**src/core/wdg_pkg.sv**
```systemverilog
// Shared constants, types and register map of the windowed watchdog
package wdg_pkg;

  // Register map: the control register index is not word aligned, so bytes sit at index times four
  localparam logic [7:0] CTRL_IDX   = 8'h2A;
  localparam int         APB_AW     = 10;
  localparam logic [9:0] ADDR_CTRL  = {CTRL_IDX, 2'b00};
  localparam logic [9:0] ADDR_TMAX  = 10'h0AC;
  localparam logic [9:0] ADDR_TMIN  = 10'h0B0;
  localparam logic [9:0] ADDR_STAT  = 10'h0B4;

  // Control register layout and value after reset
  localparam int         ACT_BIT    = 7;
  localparam int         TOP_BIT    = 6;
  localparam logic [7:0] CTRL_RESET = 8'h7F;
  localparam logic [6:0] CNT_TRIP   = 7'h40;

  // Oscillator periods per count step, also the prescaler length, and the timeout formula constants
  localparam int unsigned PRESC_DEFAULT = 16384;
  localparam int unsigned PER_COUNT     = 16384;
  localparam int unsigned STEP_BASE     = 192;
  localparam int unsigned STEP_MULT     = 64;
  localparam int unsigned TMIN0_ADD     = 128;

  // Timing at the 40 MHz clock
  localparam int unsigned CLK_MHZ       = 40;
  localparam int unsigned RST_PULSE_NS  = 500;
  localparam int unsigned RST_PULSE_CYC = RST_PULSE_NS * CLK_MHZ / 1000;
  localparam int unsigned WAKE_SHORT    = 256;
  localparam int unsigned WAKE_LONG     = 4096;

  typedef struct packed {
    logic       activate;
    logic [6:0] count;
  } wdg_ctrl_s;

  typedef struct packed {
    logic [23:0] tmin;
    logic [23:0] tmax;
  } wdg_tout_s;

  typedef enum logic [4:0] {
    WS_RUN    = 5'b00001,
    WS_HPEND  = 5'b00010,
    WS_FROZEN = 5'b00100,
    WS_AHALT  = 5'b01000,
    WS_RESUME = 5'b10000
  } wdg_state_e;

endpackage : wdg_pkg

```
**src/core/wdg_windowed_watchdog.sv**
```systemverilog
// Windowed watchdog: down-counter, halt handling, reset pulse and APB registers
//
// What this block does
// - Maximum timeout is base plus 16384 per count, or stepped form above quarter constant.
// - Divisions in the timeout formulas truncate before further arithmetic.
// - Slow and wait modes leave counting and resetting unchanged.
// - Plain halt without reset option decrements once, then freezes and cannot reset.
// - After external wake from plain halt, counting resumes after 256 or 4096 clocks.
// - Plain halt ended by reset comes up disabled unless hardware watchdog is forced.
// - Halt with reset option and no timebase interrupt resets at once.
// - Halt with timebase interrupt enabled stops the counter; any wake resumes at once.
// - Active-halt ended by reset resumes counting after 256 or 4096 clocks.
// - Hardware option keeps the watchdog active, activation bit then irrelevant.
// - Control register resets to 7Fh: activation clear, counter all ones.
// - Activation bit set by writing one; only reset clears it.
// - Watchdog resets only while activated or hardware forced, except halt with reset option and no timebase interrupt, which resets regardless.
// - Seven-bit counter is read-write and decrements every 16384 oscillator cycles.
// - When active, counter passing 40h to 3Fh issues a reset.
// - Counter decrements even when the watchdog is not activated.
// - Write setting activation with top counter bit clear resets immediately.
// - Watchdog reset drives the reset line low for about 500 ns.
`timescale 1ns/1ps
module wdg_windowed_watchdog
  import wdg_pkg::*;
#(
  parameter int unsigned PRESC_DIV = PRESC_DEFAULT
)
(
  input  wire logic              clk,
  input  wire logic              resetn,
  input  wire logic              psel,
  input  wire logic              penable,
  input  wire logic              pwrite,
  input  wire logic [APB_AW-1:0] paddr,
  input  wire logic [31:0]       pwdata,
  output logic      [31:0]       prdata,
  output logic                   pready,
  output logic                   pslverr,
  input  wire logic              mcu_reset,
  input  wire logic              halt_req,
  input  wire logic              ext_irq_wake,
  input  wire logic              osc_irq_wake,
  input  wire logic              timebase_irq_enable,
  input  wire logic [1:0]        timebase_select,
  input  wire logic              halt_reset_option,
  input  wire logic              hw_watchdog_option,
  input  wire logic              wake_delay_long,
  output logic                   wdg_reset_n,
  output logic      [6:0]        timeout_count
);

  // All control inputs come from CPU-clock logic, so they are used without synchronisers

  wdg_ctrl_s  ctrl;
  wdg_state_e state;
  wdg_tout_s  tout;
  logic [13:0] presc;
  logic [11:0] delay;
  logic [4:0]  pulse_cnt;

  logic       counting;
  logic       tick;
  logic       active;
  logic       apb_wr;
  logic       mapped;
  logic       wr_ctrl;
  logic       act_after;
  logic       fire_count;
  logic       fire_write;
  logic       fire_halt;
  logic       fire;
  logic       halt_plain;
  logic       halt_active;
  logic [31:0] next_rdata;
  logic [11:0] delay_load;

  // Decode

  assign mapped = (paddr == ADDR_CTRL) || (paddr == ADDR_TMAX)
               || (paddr == ADDR_TMIN) || (paddr == ADDR_STAT);
  assign apb_wr  = psel && penable && pready && pwrite;
  assign wr_ctrl = apb_wr && (paddr == ADDR_CTRL);

  // Activity and counting

  assign active = ctrl.activate || hw_watchdog_option;

  // Slow and wait are invisible here: only the frozen and active-halt states and the restart delay stop the count
  assign counting = (state == WS_RUN) || (state == WS_HPEND);
  assign tick     = counting && (presc == 14'(PRESC_DIV - 1));

  assign delay_load = wake_delay_long ? 12'(WAKE_LONG - 1) : 12'(WAKE_SHORT - 1);

  // Halt decisions

  assign halt_active = halt_req && (state == WS_RUN) && timebase_irq_enable;
  assign halt_plain  = halt_req && (state == WS_RUN) && !timebase_irq_enable
                    && !halt_reset_option;
  assign fire_halt   = halt_req && (state == WS_RUN) && !timebase_irq_enable
                    && halt_reset_option;

  // Reset causes

  assign fire_count = tick && !wr_ctrl && (state == WS_RUN) && active
                   && (ctrl.count == CNT_TRIP);
  assign act_after  = ctrl.activate || pwdata[ACT_BIT] || hw_watchdog_option;
  assign fire_write = wr_ctrl && act_after && !pwdata[TOP_BIT];
  assign fire       = (fire_count || fire_write || fire_halt) && !mcu_reset;

  // Prescaler: held in the frozen, active-halt and restart-delay states so the count freezes with it

  always_ff @(posedge clk or negedge resetn)
  begin
    if (!resetn)
      presc <= '0;
    else if (mcu_reset)
      presc <= '0;
    else if (tick)
      presc <= '0;
    else if (counting)
      presc <= presc + 14'd1;
  end

  // Control register

  always_ff @(posedge clk or negedge resetn)
  begin
    if (!resetn)
      ctrl <= wdg_ctrl_s'(CTRL_RESET);
    else if (mcu_reset)
      ctrl <= wdg_ctrl_s'(CTRL_RESET);
    else
    begin
      if (wr_ctrl)
      begin
        // Writing zero leaves activation alone
        ctrl.activate <= ctrl.activate || pwdata[ACT_BIT];
        ctrl.count    <= pwdata[6:0];
      end
      else if (tick)
        ctrl.count <= ctrl.count - 7'd1;
    end
  end

  assign timeout_count = ctrl.count;

  // Low-power state machine

  always_ff @(posedge clk or negedge resetn)
  begin
    if (!resetn)
      state <= WS_RUN;
    else if (mcu_reset)
    begin
      // Only active-halt remembers across a system reset and delays the restart
      if (state == WS_AHALT)
        state <= WS_RESUME;
      else
        state <= WS_RUN;
    end
    else
    begin
      unique case (state)
        WS_RUN:
        begin
          if (halt_active)
            state <= WS_AHALT;
          else if (halt_plain)
            state <= WS_HPEND;
        end
        WS_HPEND:
        begin
          // One more step is taken, then the count stops
          if (ext_irq_wake)
            state <= WS_RESUME;
          else if (tick)
            state <= WS_FROZEN;
        end
        WS_FROZEN:
        begin
          if (ext_irq_wake)
            state <= WS_RESUME;
        end
        WS_AHALT:
        begin
          if (ext_irq_wake || osc_irq_wake)
            state <= WS_RUN;
        end
        WS_RESUME:
        begin
          if (delay == '0)
            state <= WS_RUN;
        end
      endcase
    end
  end

  // Restart delay

  always_ff @(posedge clk or negedge resetn)
  begin
    if (!resetn)
      delay <= '0;
    else if (mcu_reset && (state == WS_AHALT))
      delay <= delay_load;
    else if (!mcu_reset && ext_irq_wake && ((state == WS_HPEND) || (state == WS_FROZEN)))
      delay <= delay_load;
    else if ((state == WS_RESUME) && (delay != '0))
      delay <= delay - 12'd1;
  end

  // Reset pulse toward the reset circuitry

  always_ff @(posedge clk or negedge resetn)
  begin
    if (!resetn)
    begin
      pulse_cnt   <= '0;
      wdg_reset_n <= 1'b1;
    end
    else if (fire)
    begin
      pulse_cnt   <= 5'(RST_PULSE_CYC);
      wdg_reset_n <= 1'b0;
    end
    else if (pulse_cnt != '0)
    begin
      pulse_cnt   <= pulse_cnt - 5'd1;
      wdg_reset_n <= (pulse_cnt == 5'd1);
    end
  end

  // Timeout figures for software

  wdg_timeout_calc u_calc
  (
    .clk             (clk),
    .resetn          (resetn),
    .cnt             (ctrl.count[5:0]),
    .timebase_select (timebase_select),
    .tout            (tout)
  );

  // APB read mux

  always_comb
  begin
    next_rdata = '0;
    if (paddr == ADDR_CTRL)
      next_rdata = {24'h000000, ctrl};
    else if (paddr == ADDR_TMAX)
      next_rdata = {8'h00, tout.tmax};
    else if (paddr == ADDR_TMIN)
      next_rdata = {8'h00, tout.tmin};
    else if (paddr == ADDR_STAT)
      next_rdata = {24'h000000, 1'b0, hw_watchdog_option, active, state};
  end

  // APB answer: one access cycle, no wait states

  always_ff @(posedge clk or negedge resetn)
  begin
    if (!resetn)
    begin
      pready  <= 1'b0;
      pslverr <= 1'b0;
      prdata  <= '0;
    end
    else if (psel && !penable)
    begin
      pready  <= 1'b1;
      pslverr <= !mapped;
      prdata  <= pwrite ? 32'h00000000 : next_rdata;
    end
    else
    begin
      pready  <= 1'b0;
      pslverr <= 1'b0;
      prdata  <= '0;
    end
  end

endmodule : wdg_windowed_watchdog

```
**src/core/wdg_timeout_calc.sv**
```systemverilog
// Exact minimum and maximum timeout, in oscillator periods, for the loaded count
`timescale 1ns/1ps
module wdg_timeout_calc
  import wdg_pkg::*;
(
  input  wire logic       clk,
  input  wire logic       resetn,
  input  wire logic [5:0] cnt,
  input  wire logic [1:0] timebase_select,
  output wdg_tout_s       tout
);

  logic [5:0]  msb;
  logic [5:0]  lsb;
  logic [7:0]  q;
  logic [23:0] body;
  logic [23:0] lin;
  logic [23:0] tmin0;
  logic [23:0] next_tmin;
  logic [23:0] next_tmax;

  always_comb
  begin
    unique case (timebase_select)
      2'b00:
      begin
        msb = 6'd4;
        lsb = 6'd59;
      end
      2'b01:
      begin
        msb = 6'd8;
        lsb = 6'd53;
      end
      2'b10:
      begin
        msb = 6'd20;
        lsb = 6'd35;
      end
      2'b11:
      begin
        msb = 6'd49;
        lsb = 6'd54;
      end
    endcase
    // Integer division truncates, as the formulas require
    q     = 8'(({2'b00, cnt} * 8'd4) / {2'b00, msb});
    lin   = 24'(PER_COUNT) * 24'(cnt);
    body  = 24'(PER_COUNT) * (24'(cnt) - 24'(q))
          + (24'(STEP_BASE) + 24'(lsb)) * 24'(STEP_MULT) * 24'(q);
    tmin0 = (24'(lsb) + 24'(TMIN0_ADD)) * 24'(STEP_MULT);
    next_tmax = 24'(PER_COUNT) + ((cnt <= (msb >> 2)) ? lin : body);
    next_tmin = tmin0 + ((cnt < (msb >> 2)) ? lin : body);
  end

  always_ff @(posedge clk or negedge resetn)
  begin
    if (!resetn)
      tout <= '0;
    else
      tout <= '{tmin: next_tmin, tmax: next_tmax};
  end

endmodule : wdg_timeout_calc

```
**config.mk**
```make
export PLATFORM = sky130hd
export DESIGN_NAME = wdg_windowed_watchdog
export DESIGN_NICKNAME = d
export VERILOG_FILES = /design/src/core/wdg_pkg.sv /design/src/core/wdg_windowed_watchdog.sv /design/src/core/wdg_timeout_calc.sv
export SDC_FILE = /design/constraint.sdc
export NUM_CORES = 1
export LEC_CHECK = 0
export ABC_CLOCK_PERIOD_IN_PS = 16300
export BUFFER_PORTS_ARGS = -buffer_cell sky130_fd_sc_hd__buf_2
export CAP_MARGIN = 20
export CORE_MARGIN = 8
export CORE_UTILIZATION = 50
export CTS_CLUSTER_DIAMETER = 80
export DETAILED_ROUTE_END_ITERATION = 10
export GPL_TIMING_DRIVEN = 0
export PLACE_DENSITY_LB_ADDON = 0.2
export REMOVE_ABC_BUFFERS = 1
export SYNTH_ARGS = -nofsm -noshare
export SYNTH_HDL_FRONTEND = slang
export SYNTH_SLANG_ARGS = --single-unit
```
**constraint.sdc**
```tcl
create_clock -name clk -period 16.3 [get_ports clk]
set_input_delay 4.89 -clock clk [delete_from_list [all_inputs] [get_ports clk]]
set_output_delay 4.89 -clock clk [all_outputs]
set_load 0.01 [all_outputs]
```
Word level (Yosys, flattened, before mapping)
Index checks and enable logic that the tools add are counted.
{"block": "totals", "elab_cells": 133, "regBits": 127, "inputBits": 57}
{"block": "op_classes", "eq_ne": 20, "div_mod_pow": 1, "order_cmp": 2, "add_sub_neg": 10, "n_reduce_logical": 50, "n_mux": 37, "n_mul": 1}
{"operator": "24-bit 2-to-1 mux", "count": 5}
{"operator": "32-bit 2-to-1 mux", "count": 2}
{"operator": "5-bit 2-to-1 mux", "count": 11}
{"operator": "24-bit adder", "count": 2}
{"operator": "12-bit 2-to-1 mux", "count": 4}
{"operator": "6-bit one-hot mux with 4 select lines", "count": 2}
{"operator": "14-bit 2-to-1 mux", "count": 3}
{"operator": "10-bit by 8-bit equality test with 1-bit output, second input constant", "count": 4}
{"operator": "5-bit one-hot mux with 5 select lines", "count": 1}
{"operator": "15-bit by 24-bit adder with 24-bit output, first input constant", "count": 1}
{"operator": "1-bit logical AND", "count": 22}
{"operator": "7-bit 2-to-1 mux", "count": 3}
{"operator": "18-bit by 8-bit multiplier with 18-bit output", "count": 1}
{"operator": "14-bit by 1-bit adder with 14-bit output, second input constant", "count": 1}
{"operator": "14-bit equality test, second input constant", "count": 1}
{"operator": "12-bit logical NOT", "count": 1}
{"operator": "12-bit nonzero test", "count": 1}
{"operator": "12-bit by 1-bit subtractor with 12-bit output, second input constant", "count": 1}
{"operator": "1-bit logical OR", "count": 11}
{"operator": "5-bit by 1-bit equality test with 1-bit output, second input constant", "count": 2}
{"operator": "6-bit by 8-bit adder with 9-bit output, second input constant", "count": 1}
{"operator": "8-bit by 6-bit adder with 9-bit output, first input constant", "count": 1}
{"operator": "3-bit nonzero test", "count": 3}
{"operator": "6-bit by 8-bit subtractor with 9-bit output", "count": 1}
{"operator": "other kinds (22)", "count": 36}

Longest topological paths before layout
Gate-level depths: netlist (run 1).
{"block": "depth", "word_depth": 13, "ltp_mapped": 81, "depth_no_buf": 76}

Hierarchy
From an unflattened synthesis (run 1), not the netlist that was laid out.
{"block": "unflattened", "cells_unflattened": 1131, "area_unflattened_um2": 10070.9}
{"mod": "wdg_timeout_calc", "cells_per_inst": 689, "seq_area_each_um2": 900.9, "n_inst": 1, "area_each_um2": 5958.2}
{"mod": "wdg_windowed_watchdog", "cells_per_inst": 442, "seq_area_each_um2": 1788.0, "n_inst": 1, "area_each_um2": 4112.7}

Worst setup path before layout (run 1)
No wires, ideal clock.
{"block": "synth_timing", "kind": "input port to flip-flop", "start": "in timebase_select[1]", "end": "reg u_calc.tout[47] (netlist name)", "setup_ns": 0.132, "t_required_ns": 16.168, "path_buffers": 6, "path_stages": 75, "setup_slack_ns": -3.105, "t_arrival_ns": 19.273, "cell_sequence": "nand2_1 clkbuf_1 ha_1 or3_1 nor3b_1 a21oi_1 nor2_1 nor2_1 ha_1 nand3_1 or3_1 buf_2 nand2_1 clkbuf_1 nand2_1 xnor2_1 ha_1 nor2_1 (+39 left out) o21ai_0 a21boi_0 o21ai_0 a21boi_0 o21ai_0 a21boi_0 nor2_1 ha_1 a21oi_1 o21bai_1 a21o_1 a21o_1 a21oi_1 xnor2_1 inv_1 nor4_1 xnor2_1 nor2_1"}
{"block": "synth_between", "elab_chain_len": 7, "word_cells_on_any_way": 15, "cone_classes": "add/sub: 5; mul: 1; div: 1; order compare: 1; eq/ne: 3; mux: 3; reduce/logical: 1"}
{"element": "start: declaration", "line": "wdg_windowed_watchdog.sv:44", "text": "input wire logic [1:0] timebase_select,"}
{"element": "2-bit equality test (tied with other cells)", "line": "wdg_timeout_calc.sv:24", "text": "unique case (timebase_select)"}
{"element": "6-bit one-hot mux with 4 select lines", "line": "wdg_timeout_calc.sv:24"}
{"element": "8-bit by 6-bit divider with 8-bit output / 8-bit by 6-bit adder with 9-bit output (equally long branches)", "line": "wdg_timeout_calc.sv:47, wdg_timeout_calc.sv:50"}
{"element": "18-bit by 8-bit multiplier with 18-bit output / 6-bit by 8-bit subtractor with 9-bit output (equally long branches)", "line": "wdg_timeout_calc.sv:50, wdg_timeout_calc.sv:49"}
{"element": "24-bit adder", "line": "wdg_timeout_calc.sv:50", "text": "+ (24'(STEP_BASE) + 24'(lsb)) * 24'(STEP_MULT) * 24'(q);"}
{"element": "24-bit 2-to-1 mux", "line": "wdg_timeout_calc.sv:53", "text": "next_tmin = tmin0 + ((cnt < (msb >> 2)) ? lin : body);"}
{"element": "24-bit adder (*)", "line": "wdg_timeout_calc.sv:53"}
{"element": "named net u_calc.next_tmin[23]", "line": "wdg_timeout_calc.sv:19", "text": "logic [23:0] next_tmin;"}
Mark *: on every way through the listed nets, which the timed path passes. The rest lies on a longest branch. The select of a mux whose other input is x is not followed.
A chain may end at the register's enable or synchronous reset.

Final worst setup path (run 1)
{"block": "layout_timing", "start": "in timebase_select[0]", "end": "reg u_calc.tout[47] (netlist name)"}
{"block": "layout_between", "elab_chain_len": 7, "word_cells_on_any_way": 15, "cone_classes": "add/sub: 5; mul: 1; div: 1; order compare: 1; eq/ne: 3; mux: 3; reduce/logical: 1"}
{"element": "2-bit equality test (tied with other cells)", "line": "wdg_timeout_calc.sv:24"}
{"element": "6-bit one-hot mux with 4 select lines", "line": "wdg_timeout_calc.sv:24"}
{"element": "8-bit by 6-bit divider with 8-bit output / 8-bit by 6-bit adder with 9-bit output (equally long branches)", "line": "wdg_timeout_calc.sv:47, wdg_timeout_calc.sv:50"}
{"element": "18-bit by 8-bit multiplier with 18-bit output / 6-bit by 8-bit subtractor with 9-bit output (equally long branches)", "line": "wdg_timeout_calc.sv:50, wdg_timeout_calc.sv:49"}
{"element": "24-bit adder", "line": "wdg_timeout_calc.sv:50"}
{"element": "24-bit 2-to-1 mux", "line": "wdg_timeout_calc.sv:53"}
{"element": "24-bit adder (*)", "line": "wdg_timeout_calc.sv:53"}
{"element": "named net u_calc.next_tmin[23]", "line": "wdg_timeout_calc.sv:19"}
Marked as above.

==> impl_metrics.tcl, run 1 <==
set metrics [dict create \
    status "complete, but fails checks" \
    violations "setup timing" \
    cp_slowest_cell "fa_1" \
    synthCells 1055 \
    synth-seq-cells 107 \
    core-area_sq_um 18600 \
    grt_use_total_pct 20.6 \
    yosys.area.top_type "dfrtp_1" \
    synthesis.area_sq_um 9400 \
    worst-r2r-setup-slack_ps 1760 \
    place_ws_ps -6320 \
    synth_ff_type "dfrtp_1" \
    placedCellCount 1338 \
    wl_mm 26.3 \
    finalSetupTns_ps -20700 \
    grt_antenna_before_repair 0 \
    ys_seq_area_share_pct 28.6 \
    wl_per_cell_um 17.6 \
    crit_type "in -> reg" \
    slew_headroom_pct 33.5 \
    slew_violations 0 \
    hold_buffers 0 \
    fin_crit_sh_pct 109 \
    synth_top_area_share_pct 26.1 \
    fin_util_pct 66.2 \
    final_cell_mix "buf_4 (129), nor2_1 (106), dfrtp_1 (98)" \
    grt_pass1_wl_mm 40.3 \
    rsz0062_at_grt "true" \
    fp.dieW_um 153 \
    clk_pin_slew_ps 70 \
    yosysUniqueCellTypes 75 \
    clock_path_buffers 2 \
    worstSetupStartpointType "primary input" \
    async_reset_ff_share_pct 100 \
    syn2layout_area_growth_pct 30.9 \
    avgSynthCellArea_sq_um 8.91 \
    synth.area.top_cells "dfrtp_1 (26%), ha_1 (13%), fa_1 (8.3%)" \
    die_y_um 153 \
    drive_above_1_share_pct 31.0 \
    grt_pass1_vias 8176 \
    dp_hpwl_mm 15.9 \
    initial_core_util_pct 50.6 \
    rows 50 \
    vias 8346 \
    drc_errors 0 \
    cts_tree "yes" \
    max_freq_ghz 0.0561 \
    htree_num_levels 3 \
    first_pass_iters 5 \
    layout_setup_ws_ps -1540 \
    gp_congestion 0.839 \
    cts.sinks 107 \
    numCtsBuffers 9 \
    grt-ovfl-total 0 \
    die-area_sq_um 23400 \
    finalSetupViolCount 18 \
    skew_ps 9.22 \
    worstSkewPairLatency_ps 340 \
    fin_crit_ps 17840 \
    drt_iter0_drc 549 \
    viasPerCell 5.59 \
    top_level_ports 99 \
    min_path_type "reg -> reg" \
    nets 1449 \
    cp_max_fo 7 \
    instances_no_fill 1494 \
    end_kind "register" \
    port_buffers 66 \
    cts_root_buffer "clkbuf_16" \
    arrival_ps 18070 \
    grt_max_degree 69 \
    drv_cap 0 \
    tightest_slew_ps 998 \
    synth_warnings 0 \
    crit_required_ps 16530 \
    slowest_delay_ps 530 \
    hold_viol_final 0 \
    final_common_cell "buf_4" \
    ant_nets 0 \
    synth-edff-count 0 \
]
-- Yosys cell counts (5+ instances only) --
master    count
mux2_2        5
nand2b_1     16
clkbuf_1     30
and3_1        5
a21oi_1      58
or3_1        10
mux2i_1      14
nand2_1      71
a22o_1       17
o21ai_0      33
ha_1         99
nand3b_1      5
xnor2_1      49
nor4b_1       7
buf_4        17
a21o_1       21
nand4_1      11
and2_1        9
or2_2         5
xor2_1       39
nor2b_1      14
dfrtp_1      98
o21bai_1      7
nand3_1      22
a211oi_1      5
a22oi_1       8
nor3_1       31
fa_1         39
dfstp_2       9
nor4_1        9
nor3b_1       7
inv_1        97
nor2_1      119
-- through the flow --
step | hold slack (ps) | area [sq um]
3_5_place_dp | 446 | 9930
6_report | 463 | 12300
5_1_grt | 472 | 12300
4_1_cts | 462 | 11800
3_3_place_gp | 445 | 9870
2_1_floorplan | 443 | 9250
-- final cells by class --
cell class | instances | area (sq um)
inverters | 100 | 392
repair buffers | 208 | 1490
well taps | 234 | 293
clock inverters | 6 | 42.5
diodes | 1 | 2.50
flip-flops and latches | 107 | 2690
clock buffers | 10 | 229
fillers | 1394 | 6270
multi-input cells | 828 | 7170
-- flip-flops by register name, indices dropped and copies added (netlist names) --
| signal | cells |
|---|---|
| u_calc.tout | 36 |
| prdata | 24 |
| delay | 12 |
| ctrl | 1 |
| state | 5 |
| pready | 1 |
| pslverr | 1 |
| presc | 14 |
| wdg_reset_n | 1 |
| pulse_cnt | 5 |
| timeout_count | 7 |
-- worst max-delay path: cells and delay by family --
kind                     cells  cell delay (ps)
XOR/XNOR                     4              770
AND/OR/NAND/NOR             21             2950
adder cells (fa/ha/maj)     12             3840
multiplexers                 1              350
AO/OA/AOI/OAI               23             3830
buffers and inverters       13             1400
-- layer usage --
layer	vias up	track usage, %	wire, um
met4	0	8.67	1080
met2	296	35.0	12800
met5	-	0	0
li1	3970	-	-
met1	3997	25.8	11000
met3	83	2.76	1390
-- timing repair --
item / CTS / global route
setup endpoints to repair: 36 / 22
setup buffers: 107 / 33
gates resized for setup: 172 / 48
pin swaps: 116 / 96
cloned: 1 / 0
-- cells by family (layout without fill, tap and decap cells) --
kind of cell / Yosys count / in the layout / synth area share, %
simple gates: 355 / 356 / 18.6
flops: 107 / 107 / 28.6
other cells: 2 / 33 / 0.0799
fa+ha+maj: 138 / 138 / 21.5
xor+xnor: 88 / 88 / 8.20
compound gates: 195 / 195 / 14.1
buf+inv: 151 / 324 / 6.87
mux: 19 / 19 / 2.09
-- final timing paths --
path	start	endpoint	cells after the start
setup / recovery	timebase_select[0]	u_calc.tout[47]$_DFF_PN0_	74
hold / removal	u_calc.tout[18]$_DFF_PN0_	prdata[18]$_DFF_PN0_	1
setup reg to reg	timeout_count[0]$_DFFE_PN1P_	u_calc.tout[47]$_DFF_PN0_	73
hold reg to reg	u_calc.tout[18]$_DFF_PN0_	prdata[18]$_DFF_PN0_	1
max in group asynchronous	resetn	timeout_count[5]$_DFFE_PN1P_	2
min in group asynchronous	resetn	prdata[22]$_DFF_PN0_	1
Power of run 1 is left out: the tool's default activity adds up to more than one toggle a clock period on the data nets, which glitch-free logic cannot reach.
==> run 2, diff against run 1 <==
--- a/config.mk
+++ b/config.mk
@@ -5,11 +5,12 @@
 export SDC_FILE = /design/constraint.sdc
 export NUM_CORES = 1
 export LEC_CHECK = 0
+export ABC_AREA = 1
 export ABC_CLOCK_PERIOD_IN_PS = 16300
 export BUFFER_PORTS_ARGS = -buffer_cell sky130_fd_sc_hd__buf_2
 export CAP_MARGIN = 20
 export CORE_MARGIN = 8
-export CORE_UTILIZATION = 50
+export CORE_UTILIZATION = 60
 export CTS_CLUSTER_DIAMETER = 80
 export DETAILED_ROUTE_END_ITERATION = 10
 export GPL_TIMING_DRIVEN = 0
==> run 2 against run 1 <==
Die area fell by 14%. Synthesized cell count increased by 15%. Fmax is 7.4% higher. Cell count grew 9.7%. Critical endpoint unchanged. First-iteration DRC count rose by 26%. Via count increased by 7.7%. Worst setup slack improved by 1200 ps. Sequential cell count unchanged. Critical path depth is 17 higher. The run still ends with setup timing left. Highest routed layer unchanged.
==> impl_metrics.tcl, run 2 <==
set metrics [dict create \
    cts_tree "yes" \
    crit_required_ps 16540 \
    async_reset_ff_share_pct 100 \
    syn2layout_area_growth_pct 28.0 \
    slew_headroom_pct 40.2 \
    violations "setup timing" \
    clk_pin_slew_ps 70 \
    grt_pass1_vias 7895 \
    drt_iter0_drc 690 \
    skew_ps 11.2 \
    synth.area.top_cells "dfrtp_1 (26%), ha_1 (13%), inv_1 (8.5%)" \
    synth_warnings 0 \
    largest_register_ffs 36 \
    synthCells 1218 \
    synth_top_area_share_pct 25.8 \
    numCtsBuffers 9 \
    antenna_cells 0 \
    cts_root_buffer "clkbuf_16" \
    ys_seq_area_share_pct 28.3 \
    fp.dieW_um 142 \
    largest_register "u_calc.tout" \
    clock_path_buffers 2 \
    whs_ps 506 \
    viasPerCell 5.48 \
    min_path_type "reg -> reg" \
    synth_ff_type "dfrtp_1" \
    wl_mm 27.6 \
    core-area_sq_um 15700 \
    drv_cap 0 \
    grt_pass1_wl_mm 37.6 \
    grt-ovfl-total 0 \
    arrival_ps 16840 \
    ant_nets 0 \
    synth-seq-cells 107 \
    grt_max_degree 63 \
    die_y_um 142 \
    dp_hpwl_mm 15.9 \
    worstSetupStartpointType "primary input" \
    yosysUniqueCellTypes 49 \
    rsz0062_at_grt "true" \
    htree_num_levels 3 \
    synth_commonest_cells "inv_1 (216), nand2_1 (194), nor2_1 (144)" \
    top_level_ports 99 \
    slowest_delay_ps 550 \
    final_common_cell "inv_1" \
    finalSetupTns_ps -1740 \
    gp_congestion 0.879 \
    hold_buffers 0 \
    rows 46 \
    worstSetupStartpoint "timebase_select[0]" \
    synth-edff-count 0 \
    worstSkewPairLatency_ps 350 \
    layout_setup_ws_ps -304 \
    tightest_slew_ps 889 \
    fill_cells 1081 \
    yosys.area.top_type "dfrtp_1" \
    end_kind "register" \
    hold_viol_final 0 \
    yosysMostFrequentCell "inv_1" \
    grt_antenna_before_repair 0 \
    grt_use_total_pct 23.0 \
    fin_crit_ps 16600 \
    drc_errors 0 \
    cts.sinks 107 \
    fin_util_pct 77.6 \
    first_pass_iters 8 \
    vias 8988 \
    cp_max_fo 7 \
    drive_above_1_share_pct 26.6 \
    nets 1613 \
    status "complete, but fails checks" \
    port_buffers 66 \
    max_freq_ghz 0.0602 \
    wl_per_cell_um 16.8 \
    place_ws_ps -3300 \
    final_cell_mix "inv_1 (197), nand2_1 (176), nor2_1 (133)" \
    cp_slowest_cell "fa_1" \
    fin_crit_sh_pct 102 \
    initial_core_util_pct 60.7 \
    reg.largest.list "u_calc.tout (36), prdata (24), presc (14)" \
    synthesis.area_sq_um 9500 \
    hp-start "u_calc.tout[32]$_DFF_PN0_" \
    avgSynthCellArea_sq_um 7.80 \
    die-area_sq_um 20100 \
    slew_violations 0 \
    finalSetupViolCount 10 \
    crit_type "in -> reg" \
    rr_startpoint "timeout_count[1]$_DFFE_PN1P_" \
]
==> run 2: cell count changes after synthesis, sizes merged, moves of 21 or more <==
cell   previous run  this run
nand2            71       216
inv              98       221
nor2            120       153
o21ai            34        65
nand3            22        48
xnor2            49        23
a21o             21         0
==> run 2: timing repair <==
| action | 4_1_cts | 5_1_grt |
|---|---|---|
| setup endpoints to repair | 26 | 18 |
| pin swaps | 42 | 97 |
| gates cloned | 0 | 2 |
| gates resized for setup | 76 | 121 |
| setup buffers | 84 | 49 |
==> run 2: worst max-delay path, delay by kind of cell <==
family / cells / cell delay (ps)
XOR/XNOR: 6 / 1050
AO/OA/AOI/OAI: 15 / 2110
adder cells (fa/ha/maj): 11 / 3580
AND/OR/NAND/NOR: 41 / 3540
buffers and inverters: 18 / 1610
==> run 2: final cells by class <==
| class | instances | area (sq um) | area share [%] |
|---|---|---|---|
| clock buffers | 10 | 239 | 1.97 |
| clock inverters | 6 | 47.5 | 0.391 |
| multi-input cells | 885 | 6670 | 54.9 |
| inverters | 225 | 895 | 7.36 |
| well taps | 216 | 270 | 2.22 |
| flip-flops and latches | 107 | 2690 | 22.1 |
| repair buffers | 190 | 1340 | 11.0 |
==> run 2: through the flow <==
step                instances  instance area [sq um]
CTS                      1594                  11300
global route             1639                  12200
floorplan                1215                   9410
global placement         1497                  10000
finish                   1639                  12200
detailed placement       1498                  10000
==> run 2: per-layer routing <==
| metal | GRT usage [%] | share of wire [%] | wire (um) |
|---|---|---|---|
| met4 | 8.14 | 6.9 | 1890 |
| met1 | 29.8 | 40 | 10900 |
| met5 | 0 | 0 | 0 |
| met3 | 3.56 | 7.0 | 1930 |
| met2 | 38.5 | 47 | 12800 |
==> run 2: logic make-up (layout without fill, tap and decap cells) <==
| logic type | after synthesis | after routing | share of synthesized area, % |
|---|---|---|---|
| adder cells (fa/ha/maj) | 138 | 138 | 21.3 |
| XOR/XNOR | 64 | 64 | 5.90 |
| AND/OR/NAND/NOR | 470 | 472 | 22.6 |
| buffers and inverters | 258 | 431 | 11.0 |
| AO/OA/AOI/OAI | 179 | 179 | 10.8 |
| flip-flops | 107 | 107 | 28.3 |
| other | 2 | 32 | 0.0791 |
==> run 2: final timing paths <==
check / end / slack (ps) / depth (start not counted)
min reg2reg: prdata[8]$_DFF_PN0_ / 510 / 2
max: u_calc.tout[47]$_DFF_PN0_ / -300 / 91
max in group asynchronous: timeout_count[0]$_DFFE_PN1P_ / 11000 / 2
min: prdata[8]$_DFF_PN0_ / 510 / 2
max reg2reg: u_calc.tout[47]$_DFF_PN0_ / 2880 / 89
min in group asynchronous: u_calc.tout[23]$_DFF_PN0_ / 4530 / 1
Power of run 2 is left out for the same reason.
